===== src/scp_defines.vh =====
// constants for the serial command port: commands, selectors, fields, resets
`ifndef SCP_DEFINES_VH
`define SCP_DEFINES_VH

// frame layout
`define SCP_FRAME_W        24
`define SCP_ADDR_MSB       23
`define SCP_ADDR_LSB       16
`define SCP_DATA_MSB       15
`define SCP_DATA_LSB       0

// command address bytes
`define SCP_CMD_NOP        8'h00
`define SCP_CMD_CODE       8'h01
`define SCP_CMD_READ       8'h02
`define SCP_CMD_CONTROL    8'h55
`define SCP_CMD_RESET      8'h56
`define SCP_CMD_CONFIG     8'h57
`define SCP_CMD_GAIN       8'h58
`define SCP_CMD_OFFSET     8'h59
`define SCP_CMD_WDOG       8'h95
`define SCP_CMD_CKSUM_CLR  8'h96

// read selector, data bits 5:0
`define SCP_SEL_MSB        5
`define SCP_SEL_STATUS     2'h0
`define SCP_SEL_CODE       2'h1
`define SCP_SEL_CONTROL    2'h2
`define SCP_SEL_CONFIG     6'h0b
`define SCP_SEL_GAIN       6'h13
`define SCP_SEL_OFFSET     6'h17

// control word fields
`define SCP_CTL_CLEAR_VALUE_SELECT     15
`define SCP_CTL_RSVD       3
`define SCP_CTL_RANGE_MSB  2
`define SCP_RANGE_BAD      3'h4
// configuration word: reserved bits read as zero
`define SCP_CFG_KEEP       16'h07bf
// soft reset command bit
`define SCP_RST_BIT        0
// low data bits dropped on the 12-bit variant
`define SCP_LOW_MASK       16'hfff0

// status word bit positions
`define SCP_ST_OVERTEMP    0
`define SCP_ST_SLEW        1
`define SCP_ST_LOOP        2
`define SCP_ST_WDOG        3
`define SCP_ST_CKSUM       4

// reset values
`define SCP_RST_FRAME      24'h000000
`define SCP_RST_CODE       16'h0000
`define SCP_RST_CONTROL    16'h0000
`define SCP_RST_CONFIG     16'h0000
`define SCP_RST_GAIN       16'h0000
`define SCP_RST_OFFSET     16'h0000

// clear codes after a range change
`define SCP_CODE_ZERO      16'h0000
`define SCP_CODE_MID       16'h8000

// timing: fastest serial clock and the system clock, in kHz
`define SCP_SCLK_MAX_KHZ   30000
`define SCP_SYS_CLK_KHZ    250000
// fewest system cycles in one serial clock period (rounded down)
`define SCP_SCLK_MIN_CYC   (`SCP_SYS_CLK_KHZ / `SCP_SCLK_MAX_KHZ)

`endif


===== src/scp_sync.v =====
// two-flop synchroniser for a group of independent asynchronous levels
`default_nettype none

module scp_sync #(
    parameter W = 8
) (
    // clock and reset
    input  wire         i_clk,
    input  wire         i_rst_n,
    // asynchronous levels in, synchronised levels out
    input  wire [W-1:0] i_async,
    output wire [W-1:0] o_sync
);

    reg [W-1:0] meta_q;   // first stage, read only by the second
    reg [W-1:0] sync_q;   // second stage

    // each bit is independent; no multi-bit word crosses here
    always @(posedge i_clk or negedge i_rst_n) begin
        if (!i_rst_n) begin
            meta_q <= {W{1'b0}};
            sync_q <= {W{1'b0}};
        end else begin
            meta_q <= i_async;
            sync_q <= meta_q;
        end
    end

    assign o_sync = sync_q;

endmodule

`default_nettype wire


===== src/scp_shift.v =====
// 24-bit input shift register of the serial command port
`include "scp_defines.vh"
`default_nettype none

module scp_shift (
    // clock and reset
    input  wire                     i_clk,
    input  wire                     i_rst_n,
    // soft reset clears the frame as well
    input  wire                     i_clr,
    // one-cycle strobe per rising serial clock edge, with its bit
    input  wire                     i_shift,
    input  wire                     i_bit,
    // frame contents, msb received first
    output wire [`SCP_FRAME_W-1:0]  o_frame
);

    reg [`SCP_FRAME_W-1:0] frame_q;

    // shift on every serial clock rise, latch level does not matter
    always @(posedge i_clk or negedge i_rst_n) begin
        if (!i_rst_n) begin
            frame_q <= `SCP_RST_FRAME;
        end else if (i_clr) begin
            frame_q <= `SCP_RST_FRAME;
        end else if (i_shift) begin
            frame_q <= {frame_q[`SCP_FRAME_W-2:0], i_bit};
        end
    end

    assign o_frame = frame_q;

endmodule

`default_nettype wire


===== src/scp_top.v =====
// serial command port: frame capture, command decode, registers, readback
`include "scp_defines.vh"
`default_nettype none

module scp_top #(
    // 1 selects the 12-bit variant, 0 the 16-bit one
    parameter TWELVE_BIT = 0
) (
    // clock and reset
    input  wire        i_sys_clk,
    input  wire        i_rst_n,
    // serial pins from the host, asynchronous
    input  wire        i_sclk,
    input  wire        i_latch,
    input  wire        i_serial_in_pin,
    // serial readback pin
    output wire        o_serial_out_pin,
    // fault and state levels from the analog side, asynchronous
    input  wire        i_checksum_err,
    input  wire        i_watchdog_fault,
    input  wire        i_loop_fault,
    input  wire        i_slew_active,
    input  wire        i_overtemp,
    // register contents toward the converter core
    output wire [15:0] o_output_code,
    output wire [15:0] o_control_word,
    output wire [15:0] o_configuration_word,
    output wire [15:0] o_gain_trim,
    output wire [15:0] o_offset_trim,
    // one-cycle command pulses
    output wire        o_soft_reset,
    output wire        o_watchdog_restart,
    output wire        o_code_written
);

    // synchronised pin and status levels
    wire [7:0] sync_w;
    wire       s_sclk     = sync_w[0];
    wire       s_latch    = sync_w[1];
    wire       s_sdi      = sync_w[2];
    wire       s_cksum    = sync_w[3];
    wire       s_wdog     = sync_w[4];
    wire       s_loop     = sync_w[5];
    wire       s_slew     = sync_w[6];
    wire       s_otemp    = sync_w[7];

    reg        sclk_prev_q;      // last synchronised serial clock
    reg        latch_prev_q;     // last synchronised latch level
    wire       sclk_rise;
    wire       sclk_fall;
    wire       latch_rise;

    wire [`SCP_FRAME_W-1:0] frame_w;
    wire [7:0]  addr_w;          // command address byte
    wire [15:0] data_w;          // data word

    // stored registers
    reg [15:0] code_q;
    reg [15:0] ctl_q;
    reg [15:0] cfg_q;
    reg [15:0] gain_q;
    reg [15:0] ofs_q;
    reg        cksum_flag_q;     // sticky checksum fault
    reg        soft_rst_q;       // soft reset pulse
    reg        wdog_rst_q;       // watchdog restart pulse
    reg        code_wr_q;        // output code changed pulse

    // readback path
    reg [15:0] rd_q;             // outgoing word
    reg        sdo_q;            // pin flop
    reg [15:0] rd_sel;           // word picked by the selector
    wire [15:0] status_w;

    // write-side helpers
    reg [15:0] ctl_new;          // control word as it would be stored
    reg [15:0] clr_code;         // code after a range change
    wire [15:0] low_mask;        // drops low bits on the 12-bit part

    // three pins and five status levels, all from other domains
    scp_sync #(
        .W       (8)
    ) u_sync (
        .i_clk   (i_sys_clk),
        .i_rst_n (i_rst_n),
        .i_async ({i_overtemp, i_slew_active, i_loop_fault,
                   i_watchdog_fault, i_checksum_err,
                   i_serial_in_pin, i_latch, i_sclk}),
        .o_sync  (sync_w)
    );

    // edge finding on the synchronised clock and latch
    always @(posedge i_sys_clk or negedge i_rst_n) begin
        if (!i_rst_n) begin
            sclk_prev_q  <= 1'b0;
            latch_prev_q <= 1'b0;
        end else begin
            sclk_prev_q  <= s_sclk;
            latch_prev_q <= s_latch;
        end
    end

    // data goes through the same two flops as the clock, so it
    // stays aligned with the rise that samples it
    // at the fastest serial clock each half period still spans
    // at least four samples, so no edge is missed
    assign sclk_rise  = s_sclk & ~sclk_prev_q;
    assign sclk_fall  = ~s_sclk & sclk_prev_q;
    assign latch_rise = s_latch & ~latch_prev_q;

    // input shift register, not qualified by the latch level
    scp_shift u_shift (
        .i_clk   (i_sys_clk),
        .i_rst_n (i_rst_n),
        .i_clr   (soft_rst_q),
        .i_shift (sclk_rise),
        .i_bit   (s_sdi),
        .o_frame (frame_w)
    );

    // split the frame into address byte and data word
    assign addr_w = frame_w[`SCP_ADDR_MSB:`SCP_ADDR_LSB];
    assign data_w = frame_w[`SCP_DATA_MSB:`SCP_DATA_LSB];

    // 12-bit variant ignores the four lowest data bits of code, gain and offset
    assign low_mask = (TWELVE_BIT != 0) ? `SCP_LOW_MASK
                                        : 16'hffff;

    // status word: five flags in the low bits, rest reserved zero
    assign status_w = {11'h000,
                       cksum_flag_q,
                       s_wdog,
                       s_loop,
                       s_slew,
                       s_otemp};

    // control word candidate: reserved bit forced low,
    // forbidden range keeps the old one
    always @* begin
        ctl_new = data_w;
        ctl_new[`SCP_CTL_RSVD] = 1'b0;
        if (data_w[`SCP_CTL_RANGE_MSB:0] == `SCP_RANGE_BAD) begin
            ctl_new[`SCP_CTL_RANGE_MSB:0] =
                ctl_q[`SCP_CTL_RANGE_MSB:0];
        end
    end

    // clear code from the new range and the clear select bit:
    // voltage ranges give 0 V or midscale/negative full scale,
    // current ranges give the low end of the range
    always @* begin
        clr_code = `SCP_CODE_ZERO;
        case (ctl_new[`SCP_CTL_RANGE_MSB:0])
            3'h0, 3'h1: begin // unipolar voltage
                clr_code = ctl_new[`SCP_CTL_CLEAR_VALUE_SELECT] ? `SCP_CODE_MID
                                                   : `SCP_CODE_ZERO;
            end
            3'h2, 3'h3: begin // bipolar voltage
                clr_code = ctl_new[`SCP_CTL_CLEAR_VALUE_SELECT] ? `SCP_CODE_ZERO
                                                   : `SCP_CODE_MID;
            end
            default: begin // current ranges
                clr_code = `SCP_CODE_ZERO;
            end
        endcase
    end

    // readback selector: low two bits decide unless both set,
    // then the full six bits must match
    always @* begin
        rd_sel = 16'h0000;
        case (data_w[1:0])
            `SCP_SEL_STATUS:  rd_sel = status_w;
            `SCP_SEL_CODE:    rd_sel = code_q;
            `SCP_SEL_CONTROL: rd_sel = ctl_q;
            default: begin
                case (data_w[`SCP_SEL_MSB:0])
                    `SCP_SEL_CONFIG: rd_sel = cfg_q;
                    `SCP_SEL_GAIN:   rd_sel = gain_q;
                    `SCP_SEL_OFFSET: rd_sel = ofs_q;
                    default:         rd_sel = 16'h0000;
                endcase
            end
        endcase
    end

    // command decode, committed on every latch rise
    always @(posedge i_sys_clk or negedge i_rst_n) begin
        if (!i_rst_n) begin
            code_q     <= `SCP_RST_CODE;
            ctl_q      <= `SCP_RST_CONTROL;
            cfg_q      <= `SCP_RST_CONFIG;
            gain_q     <= `SCP_RST_GAIN;
            ofs_q      <= `SCP_RST_OFFSET;
            soft_rst_q <= 1'b0;
            wdog_rst_q <= 1'b0;
            code_wr_q  <= 1'b0;
        end else begin
            // pulses last a single cycle
            soft_rst_q <= 1'b0;
            wdog_rst_q <= 1'b0;
            code_wr_q  <= 1'b0;
            if (soft_rst_q) begin
                // soft reset returns code, control, config, gain and offset to default
                code_q <= `SCP_RST_CODE;
                ctl_q  <= `SCP_RST_CONTROL;
                cfg_q  <= `SCP_RST_CONFIG;
                gain_q <= `SCP_RST_GAIN;
                ofs_q  <= `SCP_RST_OFFSET;
            end else if (latch_rise) begin
                case (addr_w)
                    `SCP_CMD_CODE: begin
                        code_q    <= data_w & low_mask;
                        code_wr_q <= 1'b1;
                    end
                    `SCP_CMD_CONTROL: begin
                        ctl_q <= ctl_new;
                        // a changed range clears the output code
                        if (ctl_new[`SCP_CTL_RANGE_MSB:0] !=
                            ctl_q[`SCP_CTL_RANGE_MSB:0]) begin
                            code_q    <= clr_code;
                            code_wr_q <= 1'b1;
                        end
                    end
                    `SCP_CMD_RESET: begin
                        soft_rst_q <= data_w[`SCP_RST_BIT];
                    end
                    `SCP_CMD_CONFIG: begin
                        cfg_q <= data_w & `SCP_CFG_KEEP;
                    end
                    `SCP_CMD_GAIN: begin
                        gain_q <= data_w & low_mask;
                    end
                    `SCP_CMD_OFFSET: begin
                        ofs_q <= data_w & low_mask;
                    end
                    `SCP_CMD_WDOG: begin
                        // restart only, data word ignored
                        wdog_rst_q <= 1'b1;
                    end
                    `SCP_CMD_NOP, `SCP_CMD_READ, `SCP_CMD_CKSUM_CLR: begin
                        // none of the five data registers stored; read and checksum clear act in their own blocks
                    end
                    default: begin
                        // unknown address: leave all alone
                    end
                endcase
            end
        end
    end

    // sticky checksum fault: a new error in the clearing cycle
    // wins, so an event is never lost
    always @(posedge i_sys_clk or negedge i_rst_n) begin
        if (!i_rst_n) begin
            cksum_flag_q <= 1'b0;
        end else if (s_cksum) begin
            cksum_flag_q <= 1'b1;
        end else if (latch_rise && addr_w == `SCP_CMD_CKSUM_CLR) begin
            cksum_flag_q <= 1'b0;
        end
    end

    // readback shifter: loaded on the latch rise, shifted on each
    // serial clock fall; a non-read frame loads zeros so stale data
    // never leaks into the next frame
    always @(posedge i_sys_clk or negedge i_rst_n) begin
        if (!i_rst_n) begin
            rd_q  <= 16'h0000;
            sdo_q <= 1'b0;
        end else if (soft_rst_q) begin
            rd_q  <= 16'h0000;
            sdo_q <= 1'b0;
        end else if (latch_rise) begin
            if (addr_w == `SCP_CMD_READ) begin
                rd_q  <= rd_sel;
                sdo_q <= rd_sel[15];
            end else begin
                rd_q  <= 16'h0000;
                sdo_q <= 1'b0;
            end
        end else if (sclk_fall) begin
            // falling edge presents the next lower bit
            rd_q  <= {rd_q[14:0], 1'b0};
            sdo_q <= rd_q[14];
        end
    end

    // outputs, each straight from a flop
    assign o_serial_out_pin     = sdo_q;
    assign o_output_code        = code_q;
    assign o_control_word       = ctl_q;
    assign o_configuration_word = cfg_q;
    assign o_gain_trim          = gain_q;
    assign o_offset_trim        = ofs_q;
    assign o_soft_reset         = soft_rst_q;
    assign o_watchdog_restart   = wdog_rst_q;
    assign o_code_written       = code_wr_q;

endmodule

`default_nettype wire


===== config.mk =====
export PLATFORM = sky130hd
export DESIGN_NAME = scp_top
export DESIGN_NICKNAME = d
export VERILOG_FILES = /design/src/scp_sync.v /design/src/scp_shift.v /design/src/scp_top.v
export VERILOG_INCLUDE_DIRS = /design/src /design/src/src
export SDC_FILE = /design/constraint.sdc
export NUM_CORES = 1
export LEC_CHECK = 0
export ABC_AREA = 1
export BUFFER_PORTS_ARGS = -buffer_cell sky130_fd_sc_hd__clkbuf_2
export CAP_MARGIN = 20
export CORE_MARGIN = 2
export CORE_UTILIZATION = 57
export CTS_CLUSTER_SIZE = 40
export DETAILED_ROUTE_END_ITERATION = 8
export PLACE_DENSITY = 0.8
export RECOVER_POWER = 50
export SKIP_CTS_REPAIR_TIMING = 1
export SKIP_LAST_GASP = 1
export SYNTH_ARGS = -nofsm -noshare
export SYNTH_HDL_FRONTEND = slang
export SYNTH_HIERARCHICAL = 1
export SYNTH_SLANG_ARGS = --single-unit

===== constraint.sdc =====
create_clock -name i_sys_clk -period 1.9 [get_ports i_sys_clk]
set_clock_uncertainty 0.1 [all_clocks]
set_input_delay 0.19 -clock i_sys_clk [delete_from_list [all_inputs] [get_ports i_sys_clk]]
set_output_delay 0.19 -clock i_sys_clk [all_outputs]
set_load 0.02 [all_outputs]

After elaboration in Yosys (flattened, before gate mapping)
Cells that the tools add are included.

cells by class
  reduce and logical (&&, ||, !) cells = 19
  bitwise operators = 6
  equality and inequality tests = 20
  multiplexer cells = 44

operators with widths
  operator            count
  $mux 16             17
  $pmux 16 s3         2
  $pmux 16 s2         2
  $mux 15             4
  $mux 24             2
  $eq 8x7->1 const B  5
  $eq 8x8->1 const B  2
  $mux 1              15
  $reduce_bool 2->1   7
  $eq 6x5->1 const B  2
  $eq 8x1->1 const B  1
  $eq 8x2->1 const B  1
  $reduce_and 2->1    4
  $eq 3x2->1 const B  2
  $eq 6x4->1 const B  1
  $reduce_bool 3->1   2
  $reduce_or 2->1     2
  $and 1x1->1         3
  $eq 3x1->1 const B  1
  $eq 3x3->1 const B  1
  $logic_not 3->1     1
  $mux 3              1
  $ne 3x3->1          1
  $ne 3x3->1 const B  1
  7 further kinds     9

storage, ports and cells
  output and inout bits = 84
  bits of input ports = 10
  logic and storage cells = 105
  bits in registers = 142

Logic depth before layout (Yosys ltp)
  word-level depth = 9
  depth in mapped cells = 13
  mapped depth without buffers = 11

Cells and area by module
The synthesis kept the hierarchy.

by module, submodules not included
  module     cells an instance  area an instance (um^2)  instances  sequential area each (um^2)
  scp_top    658                5041.1                   1          2377.3
  scp_shift  105                969.7                    1          600.6
  scp_sync   16                 400.4                    1          400.4

Worst setup path after synthesis
OpenSTA, ideal clock, no wires.

  path kind = reg2reg
  start point = register soft_rst_q (netlist: o_soft_reset)
  end point = register ctl_q[13] (netlist: o_control_word[13])
  path slack = 0.316 ns
  clock period less this slack = 1.584 ns
  path buffers = 1
  cell stages (with the launch flop) = 8
  data arrival time = 1.364 ns
  library setup time = 0.121 ns
  required time = 1.679 ns
  cells stage by stage = dfrtp_1 > nor2_1 > inv_2 > o21ai_1 > buf_2 > inv_4 > nand2_1 > o21ai_1

between the ends
  longest elaborated chain between the ends = 2
  elaborated cells on any way between the ends = 4
  those cells by class = 1 x mux; 3 x reduce/logical

ends and longest elaborated chain
  element                             line           source
  start: declaration                  scp_top.v:64   reg soft_rst_q;
  start signal: assignment            scp_top.v:225  soft_rst_q <= data_w[`SCP_RST_BIT];
  $reduce_bool 2->1 (no source line)  --
  $reduce_and 2->1 (no source line)   --
  end signal: assignment              scp_top.v:190  ctl_q <= `SCP_RST_CONTROL;
  end signal: assignment              scp_top.v:205  ctl_q <= `SCP_RST_CONTROL;
  end signal: assignment              scp_top.v:216  ctl_q <= ctl_new;
  end: declaration                    scp_top.v:59   reg [15:0] ctl_q;

Several ways; a longest one is shown, not always the timed one.
A chain may end at the register's enable or synchronous reset.

Worst setup path after layout
  start point = register u_shift.frame_q[17] (netlist: u_shift/o_frame[17])
  end point = register code_q[10] (netlist: o_output_code[10])

between the ends
  longest elaborated chain between the ends = 4
  elaborated cells on any way between the ends = 8
  those cells by class = 3 x eq/ne; 3 x mux; 2 x reduce/logical

ends and longest elaborated chain
  element                                   line            source
  start: declaration                        scp_shift.v:18  reg [`SCP_FRAME_W-1:0] frame_q;
  start signal: assignment                  scp_shift.v:23  frame_q <= `SCP_RST_FRAME;
  start signal: assignment                  scp_shift.v:25  frame_q <= `SCP_RST_FRAME;
  start signal: assignment                  scp_shift.v:27  frame_q <= {frame_q[`SCP_FRAME_W-2:0], i_bit};
  $eq 8x7->1 or $eq 8x1->1 (tied branches)  scp_top.v:210   case (addr_w)
  $pmux 16 s2                               scp_top.v:210
  $mux 16                                   scp_top.v:209   end else if (latch_rise) begin
  $mux 16                                   scp_top.v:202   if (soft_rst_q) begin
  end signal: assignment                    scp_top.v:204   code_q <= `SCP_RST_CODE;
  end signal: assignment                    scp_top.v:212   code_q <= data_w & low_mask;
  end signal: assignment                    scp_top.v:220   code_q <= clr_code;
  end: declaration                          scp_top.v:58    reg [15:0] code_q;

Several ways; a longest one is shown, not always the timed one. The select of a mux whose other input is x is not followed.

==> metrics.csv <==
metric,value,unit
Synth Instances,779,
crit path time final,1.78,ns
P_leak,3.93,nW
# fillers,865,
CTS tree,yes,
largest net degree at the start of global routing,46,
ys async rst share,100,%
WS Path Type,flop to flop,
gr usage total,33.2,%
synthesized area per cell,8.23,µm²
post-route ant nets,0,
Arrival @ worst endpoint,2.10,ns
Post-synth EDFFs,0,
post-synthesis cell type count,34,
post-DP HPWL,13300,µm
vias in the first global route,5685,
status,"complete, no violations",
final cell utilization of the core,71.0,%
clk buf depth,2,
first-pass GRT wire length,29900,µm
IO Port Bufs,86,
met3 usage,6.64,%
Iter 0 DRT Violations,691,
H-tree Lvls,4,
gpl congestion,0.969,
die height,110,µm
CP Capture Type,flop,
met1 Track Usage GR,43.7,%
initial cell density of the core,58.9,%
Slew Limit Fails,0,
vias,6061,
total grt overflow,0,
Final nets,899,
Synth Warn #,6,
Worst Setup Start Kind,flop,
measured slew at the worst slew-check pin,1.14,ns
clk slew on worst S/H paths,0.06,ns
DRT Pass-1 Iters,9,
"FF+latch count, synth",135,
main flop type after synthesis,dfrtp_1,
VDD IR-drop max,0.783,mV
Max Freq,562,MHz
met2 Use GR,51.2,%
CTS sink count,135,
largest fanout on the critical path,16,
via/cell ratio,5.82,
Max-Slew Margin vs Limit,24.1,%
max cap viols,0,
final period utilization,93.7,%
register area share after synthesis,52.7,%
cts bufs inserted,17,
final setup vio count,0,
Skew-Pair Late Insertion Delay,0.54,ns
WL/cell,18.2,µm
root buffer cell,clkbuf_8,
die width,110,µm
die area,12100,µm²
hold slack,0.201,ns
worst endpoint required time,2.22,ns
Most Crowded Layer GR,met2,
Synth Cell Area,6410,µm²
pwr dens,963,nW/µm²
Rows,38,
Final Hold Vio Count,0,
Synth-to-Final Area Change,20.6,%
core region area,10900,µm²
Hold WC Path Type,input port to flop,
Antenna diodes,0,
final WL,18900,µm
layout cells sized above 1,19.6,%
Post-route DRC,0,
I/O pins,94,
initial antenna violation count,0,
state kept, by name, summed over array words and instances (netlist names), 8 cells and up:
signal and flops:
rd_q 15, o_control_word 15, o_output_code 16, o_offset_trim 16
o_gain_trim 16, o_configuration_word 10, u_shift/o_frame 24, u_sync/o_sync 8
u_sync/meta_q 8
cell type report:
| cell class | instances | area [µm²] | area share (%) |
|---|---|---|---|
| inverter | 52 | 200 | 2.59 |
| sequential | 135 | 3380 | 43.7 |
| clock buffer | 24 | 480 | 6.22 |
| clock inverter | 8 | 119 | 1.54 |
| tap | 140 | 175 | 2.27 |
| timing repair buffer | 131 | 792 | 10.2 |
| multi-input combinational | 552 | 2580 | 33.4 |
final timing paths:
check | start | endpoint | slack, ns | cells after the start
max in group asynchronous | i_rst_n | rd_q[11] | 0.33 | 3
hold / removal | i_serial_in_pin | u_sync/meta_q[2] | 0.20 | 2
setup reg to reg | u_shift/o_frame[17] | o_output_code[10] | 0.12 | 10
hold reg to reg | u_sync/meta_q[3] | u_sync/o_sync[3] | 0.25 | 0
setup / recovery | u_shift/o_frame[17] | o_output_code[10] | 0.12 | 10
min in group asynchronous | i_rst_n | o_configuration_word[8] | 0.31 | 2
cell usage after synthesis, types with 4 or more instances:
cell type	n	share of area (%)
buf_6	5	0.88
clkbuf_1	8	0.47
o21ai_1	43	3.4
inv_2	12	0.70
a31oi_1	11	1.1
inv_1	38	2.2
nor2_2	5	0.49
o21ai_0	28	2.2
nor2_1	58	3.4
nand2_1	225	13
nand2_2	11	1.1
nand4_1	11	1.1
dfrtp_1	135	53
buf_1	4	0.23
buf_4	11	1.3
a21oi_1	18	1.4
buf_2	17	1.3
nand3_1	114	8.9
kinds of logic (layout without fill, tap and decap cells):
| kind of cell | count (synthesis) | in the layout | synth area share [%] |
|---|---|---|---|
| buf+inv | 98 | 215 | 7.63 |
| simple gates | 440 | 440 | 31.0 |
| compound gates | 105 | 105 | 8.59 |
| flops | 135 | 135 | 52.7 |
| other cells | 1 | 7 | 0.0585 |
power by group:
group / internal [W] / switching [W]
Clock: 0.00213 / 0.00120
Sequential: 0.00302 / 0.000133
Combinational: 0.000273 / 0.000690
Total: 0.00542 / 0.00202
per-stage QoR:
stage	std cells	TNS, ns	power, W	instance area (µm²)	setup WS, ns
2_1_floorplan	785	0	0.00374	6430	0.316
3_3_place_gp	997	0	0.00407	7030	0.129
3_5_place_dp	997	0	0.00410	7030	0.117
4_1_cts	1029	0	0.00741	7630	0.107
5_1_grt	1042	-0.00193	0.00770	7730	-0.00193
6_report	1042	0	0.00744	7730	0.119
per-layer routing:
metal  wire [µm]  vias up
met5           0        -
met4         972        0
met3        1550       65
met2        8950      377
met1        7460     2862
li1            -     2757
cells in the final DEF, fill, tap and decap left out, types with 16 or more instances in the layout:
| master | count |
|---|---|
| buf_4 | 32 |
| a21oi_1 | 18 |
| clkbuf_2 | 66 |
| nand3_1 | 114 |
| nand2_1 | 224 |
| o21ai_1 | 43 |
| o21ai_0 | 28 |
| dfrtp_1 | 135 |
| nor2_1 | 56 |
| clkbuf_16 | 16 |
| inv_1 | 38 |
| clkbuf_1 | 23 |
critical path: stages, from the launching register on:
cell	delay [ns]
dfrtp_1	0.42
inv_2	0.08
nand2_1	0.11
nor2_2	0.17
inv_2	0.08
nor2_8	0.19
nand2_4	0.09
nand2_4	0.14
nand2_8	0.14
nand2_1	0.09
nand2_1	0.05
Note: power is estimated with default switching activity, not from simulation.
